==> config.mk <==
export PLATFORM = sky130hd
export DESIGN_NAME = oag_top
export DESIGN_NICKNAME = d
export VERILOG_FILES = /design/src/oag_pkg.sv /design/src/oag_regfile.sv /design/src/oag_top.sv
export SDC_FILE = /design/constraint.sdc
export NUM_CORES = 1
export LEC_CHECK = 0
export ABC_AREA = 1
export BUFFER_PORTS_ARGS = -buffer_cell sky130_fd_sc_hd__buf_2
export CORE_MARGIN = 3
export CORE_UTILIZATION = 35
export CTS_CLUSTER_SIZE = 16
export DETAILED_ROUTE_END_ITERATION = 6
export GPL_TIMING_DRIVEN = 0
export PLACE_DENSITY = 0.55
export SLEW_MARGIN = 30
export SYNTH_ARGS = -nofsm -noshare
export SYNTH_HDL_FRONTEND = slang
export SYNTH_SLANG_ARGS = --single-unit
==> constraint.sdc <==
create_clock -name ref_clk -period 5.5 [get_ports ref_clk]
set_input_delay 1.1 -clock ref_clk [delete_from_list [all_inputs] [get_ports ref_clk]]
set_output_delay 1.1 -clock ref_clk [all_outputs]
set_load 0.01 [all_outputs]
==> src/oag_pkg.sv <==
/*
  Package for the operand address generator: modes, widths, constants and
  the request and answer structs.
  Assumes nothing beyond a SystemVerilog-2012 compiler.
*/
`default_nettype none
package oag_pkg;
  localparam logic [3:0] OAG_BANK0 = 4'h0;
  localparam logic [3:0] OAG_BANK1 = 4'h1;
  localparam logic [3:0] OAG_BANK15 = 4'hf;
  localparam logic [7:0] OAG_FMEM_LO_BASE = 8'hb0;
  localparam logic [7:0] OAG_FMEM_HI_BASE = 8'hf0;
  localparam logic [7:0] OAG_PMEM_BASE = 8'hc0;
  localparam logic [13:0] OAG_ADDR_MAX_BIG = 14'h3f7f;
  localparam logic [13:0] OAG_ADDR_MAX_SMALL = 14'h2f7f;
  localparam logic [13:0] OAG_TADDR_LO = 14'h0020;
  localparam logic [13:0] OAG_TADDR_HI = 14'h007f;
  localparam logic [3:0] OAG_BSR_RESET = 4'h0;
  localparam logic bank_enable_flag_RESET = 1'b0;
  localparam int OAG_NREGS = 8;

  typedef enum logic [3:0] {
    OAG_M_NONE = 4'b0000,
    OAG_M_DIRECT = 4'b0001,
    OAG_M_HL = 4'b0010,
    OAG_M_DE = 4'b0011,
    OAG_M_DL = 4'b0100,
    OAG_M_FMEM = 4'b0101,
    OAG_M_PMEM = 4'b0110,
    OAG_M_FULL = 4'b0111,
    OAG_M_PAGE = 4'b1000,
    OAG_M_SHORT = 4'b1001,
    OAG_M_REL = 4'b1010,
    OAG_M_TABLE = 4'b1011
  } oag_mode_t;

  typedef struct packed {
    oag_mode_t mode;
    logic [13:0] operand;
    logic wide;
  } oag_req_t;

  typedef struct packed {
    logic dvalid;
    logic [11:0] daddr;
    logic pvalid;
    logic [13:0] paddr;
    logic fault;
  } oag_ans_t;
endpackage
`default_nettype wire

==> src/oag_regfile.sv <==
/*
  Eight 4-bit working registers, written singly or as 8-bit pairs,
  read out as registered pairs.
  Assumes writes and reads come from the core on the same clock.
*/
`default_nettype none
module oag_regfile
  import oag_pkg::*;
(
  input wire logic ref_clk,
  input wire logic srst,
  input wire logic clk_en,
  input wire logic wr_nib,
  input wire logic wr_pair,
  input wire logic [2:0] wr_idx,
  input wire logic [7:0] wr_data,
  output logic [31:0] pairs_ff
);
  typedef struct packed {
    logic [OAG_NREGS-1:0][3:0] r;
    logic [31:0] q;
  } oag_rf_t;
  oag_rf_t st_ff;
  oag_rf_t nxt_st;

  always_comb begin
    nxt_st = st_ff;
    // pair n: high nibble reg 2n+1, low reg 2n; pair 0 is accumulator_pair
    for (int i = 0; i < OAG_NREGS; i++) begin
      if (wr_nib && wr_idx == 3'(i)) begin
        nxt_st.r[i] = wr_data[3:0];
      end
      if (wr_pair && wr_idx[2:1] == 2'(i / 2)) begin
        nxt_st.r[i] = (i % 2 == 1) ? wr_data[7:4] : wr_data[3:0];
      end
    end
    nxt_st.q = st_ff.r;
  end

  always_ff @(posedge ref_clk) begin
    if (srst) begin
      st_ff <= '0;
    end else if (clk_en) begin
      st_ff <= nxt_st;
    end
  end
  assign pairs_ff = st_ff.q;
endmodule
`default_nettype wire

==> src/oag_top.sv <==
/*
  Operand address generator: decodes operand fields into 12-bit data
  addresses and 14-bit program addresses, and decodes bit, immediate and
  port fields.
  Assumes the fetch logic presents one request per machine cycle.
*/
// Operation
// - bank off: low half bank 0, high 15 (direct only; HL pointer uses bank 0 for both halves)
// - bank on: select register, banks 0/1/15
// - second and mixed pointers always bank 0
// - fixed-area bit operands in bank 15 only
// - peripheral bit operands FC0H-FFFH, bank 15
// - relative target minus 15..1, plus 2..16
// - page branch keeps PC bits 13,12
// - full address limit per ROM size
// - short call confined to 0000H-07FFH
// - vector entries even, 20H to 7FH
// - eight nibble registers, four pairs
// - bit position is a 2-bit field
// - immediates 4-bit nibble, 8-bit pair
// - port select is 0 to 7
`default_nettype none
module oag_top
  import oag_pkg::*;
#(
  parameter bit BIG_ROM = 1'b1
)(
  input wire logic ref_clk,
  input wire logic srst,
  input wire logic clk_en,
  input wire oag_req_t req,
  input wire logic req_valid,
  input wire logic [13:0] pc,
  input wire logic [7:0] pointer_lo,
  input wire logic bank_flag_wr,
  input wire logic bank_flag_in,
  input wire logic bank_sel_wr,
  input wire logic [3:0] bank_sel_in,
  input wire logic reg_wr_nib,
  input wire logic reg_wr_pair,
  input wire logic [2:0] reg_wr_idx,
  input wire logic [7:0] reg_wr_data,
  output oag_ans_t ans_ff,
  output logic [1:0] bit_pos_ff,
  output logic [3:0] nibble_immediate_ff,
  output logic [7:0] byte_immediate_ff,
  output logic [2:0] port_select_ff,
  output logic [3:0] active_bank_ff,
  output logic bank_enable_flag_ff,
  output logic [31:0] pairs_ff
);
  typedef struct packed {
    logic bank_en;
    logic [3:0] bank_sel;
    oag_ans_t ans;
    logic [1:0] bitp;
    logic [3:0] n4;
    logic [7:0] n8;
    logic [2:0] port;
    logic [3:0] bank;
  } oag_st_t;
  oag_st_t st_ff;
  oag_st_t nxt_st;
  logic [13:0] lim;
  logic [3:0] mem_bank;
  logic [14:0] rel_sum;
  logic [4:0] rel_off;
  logic [5:0] rel_disp;

  always_comb begin
    nxt_st = st_ff;
    lim = BIG_ROM ? OAG_ADDR_MAX_BIG : OAG_ADDR_MAX_SMALL;
    rel_off = req.operand[4:0];
    // code 10h stands for +16: forward reach is one longer than back
    rel_disp = (rel_off == 5'h10) ? 6'h10 : {rel_off[4], rel_off};
    rel_sum = {1'b0, pc} + {{9{rel_disp[5]}}, rel_disp};
    if (!st_ff.bank_en) begin
      mem_bank = req.operand[7] ? OAG_BANK15 : OAG_BANK0;
    end else begin
      mem_bank = st_ff.bank_sel;
    end
    if (bank_flag_wr) begin
      nxt_st.bank_en = bank_flag_in;
    end
    // only banks 0, 1 and 15 are legal selections; others are ignored
    if (bank_sel_wr && (bank_sel_in == OAG_BANK0 || bank_sel_in == OAG_BANK1
        || bank_sel_in == OAG_BANK15)) begin
      nxt_st.bank_sel = bank_sel_in;
    end
    nxt_st.ans = '0;
    if (req_valid) begin
      nxt_st.bitp = req.operand[9:8];
      nxt_st.n4 = req.operand[3:0];
      nxt_st.n8 = req.operand[7:0];
      nxt_st.port = req.operand[2:0];
      case (req.mode)
        OAG_M_DIRECT: begin
          nxt_st.ans.dvalid = 1'b1;
          nxt_st.ans.daddr = {mem_bank, req.operand[7:0]};
          nxt_st.ans.fault = req.wide & req.operand[0];
          nxt_st.bank = mem_bank;
        end
        OAG_M_HL: begin
          nxt_st.ans.dvalid = 1'b1;
          nxt_st.ans.daddr = {st_ff.bank_en ? st_ff.bank_sel : OAG_BANK0,
                              pointer_lo};
          nxt_st.bank = st_ff.bank_en ? st_ff.bank_sel : OAG_BANK0;
        end
        OAG_M_DE, OAG_M_DL: begin
          nxt_st.ans.dvalid = 1'b1;
          nxt_st.ans.daddr = {OAG_BANK0, pointer_lo};
          nxt_st.bank = OAG_BANK0;
        end
        OAG_M_FMEM: begin
          nxt_st.ans.dvalid = 1'b1;
          nxt_st.ans.daddr = {OAG_BANK15, (req.operand[4] ? OAG_FMEM_HI_BASE
                              : OAG_FMEM_LO_BASE) | {4'h0,
                              req.operand[3:0]}};
          nxt_st.bank = OAG_BANK15;
        end
        OAG_M_PMEM: begin
          nxt_st.ans.dvalid = 1'b1;
          nxt_st.ans.daddr = {OAG_BANK15, OAG_PMEM_BASE | {2'b00,
                              req.operand[5:0]}};
          nxt_st.bank = OAG_BANK15;
        end
        OAG_M_FULL: begin
          nxt_st.ans.pvalid = 1'b1;
          nxt_st.ans.paddr = req.operand;
          nxt_st.ans.fault = req.operand > lim;
        end
        OAG_M_PAGE: begin
          nxt_st.ans.pvalid = 1'b1;
          nxt_st.ans.paddr = {pc[13:12], req.operand[11:0]};
          nxt_st.ans.fault = {pc[13:12], req.operand[11:0]} > lim;
        end
        OAG_M_SHORT: begin
          nxt_st.ans.pvalid = 1'b1;
          nxt_st.ans.paddr = {3'b000, req.operand[10:0]};
        end
        OAG_M_REL: begin
          nxt_st.ans.pvalid = 1'b1;
          nxt_st.ans.paddr = rel_sum[13:0];
          nxt_st.ans.fault = (rel_off == 5'h00)
                             || (rel_off == 5'h01);
        end
        OAG_M_TABLE: begin
          nxt_st.ans.pvalid = 1'b1;
          nxt_st.ans.paddr = {7'h00, req.operand[6:1], 1'b0};
          nxt_st.ans.fault = {7'h00, req.operand[6:1], 1'b0}
                             < OAG_TADDR_LO;
        end
        default: begin
          nxt_st.ans = '0;
        end
      endcase
    end
  end

  always_ff @(posedge ref_clk) begin
    if (srst) begin
      st_ff <= '0;
      st_ff.bank_en <= bank_enable_flag_RESET;
      st_ff.bank_sel <= OAG_BSR_RESET;
    end else if (clk_en) begin
      st_ff <= nxt_st;
    end
  end

  assign ans_ff = st_ff.ans;
  assign bit_pos_ff = st_ff.bitp;
  assign nibble_immediate_ff = st_ff.n4;
  assign byte_immediate_ff = st_ff.n8;
  assign port_select_ff = st_ff.port;
  assign active_bank_ff = st_ff.bank;
  assign bank_enable_flag_ff = st_ff.bank_en;

  oag_regfile u_rf (
    .ref_clk(ref_clk),
    .srst(srst),
    .clk_en(clk_en),
    .wr_nib(reg_wr_nib),
    .wr_pair(reg_wr_pair),
    .wr_idx(reg_wr_idx),
    .wr_data(reg_wr_data),
    .pairs_ff(pairs_ff)
  );
endmodule
`default_nettype wire

==> impl_metrics.env <==
export IMPL_grt_pass1_wl_mm=27.2
export IMPL_final_cells=1238
export IMPL_tritoncts="built"
export IMPL_cts_buffer_depth=2
export IMPL_powerDensity_mw_per_mm2=251
export IMPL_post_cts_buffers=0
export IMPL_ys_types=35
export IMPL_use_met1_pct=25.2
export IMPL_core_mm2=0.0162
export IMPL_setup_viol=0
export IMPL_crit_family="simple AND/OR/NAND/NOR gates"
export IMPL_cts_sinks=112
export IMPL_nFillCells=1730
export IMPL_grt_pass1_vias=5321
export IMPL_startpoint="req[4]"
export IMPL_crit_buf_inv=2
export IMPL_wl_per_cell_um=14.0
export IMPL_cts_made_buffers=9
export IMPL_r2r_cells=6
export IMPL_rrSetupSlack_ns=4.13
export IMPL_fmax_ghz=0.351
export IMPL_crit_end="ans_ff[9]"
export IMPL_slowest_stage="ha_1"
export IMPL_finalClockSkew_ns=0.00622
export IMPL_cts_resized=0
export IMPL_detailed_place_hpwl_mm=13.7
export IMPL_synthesis_instances=861
export IMPL_critPathKind="in2reg"
export IMPL_ys_seq_area_share_pct=38.0
export IMPL_clock_root_buffer="clkbuf_16"
export IMPL_syn_avg_cell_area_um2=6.85
export IMPL_end_kind="flop"
export IMPL_die_w_um=136
export IMPL_path_clk_slew_ns=0.07
export IMPL_syn_num_nets=940
export IMPL_synth_top_area_share_pct=38.0
export IMPL_arrival_ns=3.13
export IMPL_ir_drop_mv=0.168
export IMPL_r2r_end="active_bank_ff[2]"
export IMPL_netlist_area_mm2=0.00590
export IMPL_routed_wl_mm=17.3
export IMPL_cap_violations=0
export IMPL_place_congestion=0.865
export IMPL_fp_row_count=46
export IMPL_start_util_pct=36.5
export IMPL_drt_pass1_iter_count=5
export IMPL_crit_path_cell_trace="buf_2 -> nor2_1 -> nand3_1 -> nand2_1 -> inv_1 -> ha_1 -> nand2_1 -> nor2_1 -> nand2_1 -> nand3_1 -> nor2_1 -> o21ai_0 -> nand2_1 -> a21oi_1"
export IMPL_crit_fanout=8
export IMPL_vias=5713
export IMPL_diodes=0
export IMPL_outcome="complete, no violations"
export IMPL_r2r_start="bank_enable_flag_ff"
export IMPL_port_buffers=145
export IMPL_cts_hold_fix_buffers=0
export IMPL_die_area_mm2=0.0184
export IMPL_required_ns=5.78
export IMPL_netlist_top_cell_by_area="dfxtp_1"
export IMPL_worst_slew_pin_slew_ns=0.687
export IMPL_syn2layout_area_growth_pct=21.5
export IMPL_synth_area_top_cells="dfxtp_1, nand2_1, nor2_1, o21ai_0, buf_4"
export IMPL_antenna_found_initial=0
export IMPL_start_kind="input pin"
export IMPL_tns_ns=0
export IMPL_hp_class="reg2reg"
export IMPL_die_h_um=136
export IMPL_slew_headroom_pct=54.2
export IMPL_finalHoldViolations=0
export IMPL_final_nets=1096
export IMPL_worst_path_stages=14
export IMPL_top_usage_layer="met2"
export IMPL_vias_per_cell=4.61
export IMPL_min_period_over_period_pct=51.8
export IMPL_drt_initial_drc_count=253
export IMPL_layout_drive_gt1_share_pct=23.5
export IMPL_grt_overflow=0
export IMPL_met2_usage_pct=30.0
export IMPL_maxSlewViolCount=0
export IMPL_leakage_nw=3.54
export IMPL_cpPeakStageDelay_ns=0.41
export IMPL_crit_top_cell="nand2_1"
export IMPL_post_place_cells=1222
export IMPL_clk_latency_ns=0.36
export IMPL_grtUsageTotal_pct=18.7
export IMPL_h_tree_depth=3
export IMPL_ys_warn_count=0
export IMPL_rsz0062_at_grt="false"
export IMPL_power_mw=1.80
export IMPL_antenna_left=0
export IMPL_drc_errors=0
export IMPL_pin_count=148
export IMPL_min_period_ns=2.85
export IMPL_grt_max_degree=19
export IMPL_ys_seq_elements=112
export IMPL_met3_usage_pct=3.96
Yosys cell counts (all sizes together):
library cell / instances
a211oi: 16
o21ai: 105
nand3b: 2
nor3: 4
ha: 13
dlygate4sd1: 1
o31ai: 1
buf: 56
nand4: 4
a31oi: 4
xnor2: 1
inv: 79
fa: 1
nand3: 32
a21oi: 65
nand2: 172
clkbuf: 27
o22ai: 2
dfxtp: 112
nor2: 162
a22o: 2
placed cells by master (no fill, tap or decap), types with 3 or more instances in the layout:
master,n
buf_4,52
o21ai_0,102
nor3_1,4
clkbuf_16,9
nand2_1,169
dfxtp_1,112
nor2_2,3
a31oi_1,4
clkbuf_8,4
clkbuf_1,24
buf_2,145
a21oi_2,5
nand4_1,4
inv_2,4
ha_1,13
inv_1,75
a21oi_1,58
a211oi_1,16
nor2_1,157
nand3_1,30
per-stage QoR:
step	instance area, um2	util, %	hold WS [ns]	setup slack [ns]
floorplan	5900	-	0.441	2.85
global placement	6900	42.6	0.454	2.28
detailed placement	6900	42.6	0.455	2.30
CTS	7170	44.3	0.466	2.66
global route	7170	44.3	0.481	2.41
finish	7170	44.3	0.466	2.65
logic make-up (layout without fill, tap and decap cells):
family	after synthesis	after routing	synth area share [%]
simple gates	376	376	25.7
compound gates	195	195	18.3
buf+inv	163	324	14.7
flops	112	112	38.0
fa+ha+maj	14	14	3.10
xor+xnor	1	1	0.148
power by group:
group | total (mW) | switching (mW) | internal, mW | leakage [nW]
Clock | 0.613 | 0.302 | 0.311 | 0.131
Sequential | 0.863 | 0.0183 | 0.845 | 0.914
Combinational | 0.320 | 0.199 | 0.121 | 2.50
Total | 1.80 | 0.519 | 1.28 | 3.54
worst reg2reg max path, stage by stage (launching register included):
cell,delay (ns)
dfxtp_1,0.31
buf_1,0.20
nor2_1,0.28
a21oi_1,0.07
o21ai_0,0.23
nand2_2,0.08
a21oi_1,0.14
worst min path at each step:
stage / start / cells past startpoint / end / slack, ns
detailed placement: ans_ff[6] / 2 / ans_ff[6] / 0.46
floorplan: ans_ff[0] / 2 / ans_ff[0] / 0.44
CTS: ans_ff[6] / 2 / ans_ff[6] / 0.47
global route: ans_ff[7] / 2 / ans_ff[7] / 0.48
global placement: ans_ff[24] / 2 / ans_ff[24] / 0.45
finish: ans_ff[21] / 2 / ans_ff[21] / 0.47
routing by layer:
layer	part of all wire, %	wire (um)
met5	0	0
met4	1.9	324
met3	6.3	1090
met2	44	7630
met1	48	8260
registers in the layout (all words and copies together), names as in the netlist:
| name | count |
|---|---|
| u_rf.nxt_st | 32 |
| u_rf.pairs_ff | 32 |
| ans_ff | 29 |
| byte_immediate_ff | 5 |
| active_bank_ff | 4 |
| st_ff | 4 |
| nibble_immediate_ff | 3 |
| bit_pos_ff | 2 |
| bank_enable_flag_ff | 1 |
cell type report:
class	instances	area, um2	share of cell area (%)
Multi-Input combinational cell	586	2790	38.9
Sequential cell	112	2240	31.3
Clock inverter	5	38.8	0.541
Inverter	79	297	4.14
Buffer	84	572	7.98
Clock buffer	11	233	3.25
Timing Repair Buffer	145	726	10.1
Tap cell	216	270	3.77
Note: power is estimated with default switching activity, not from simulation.
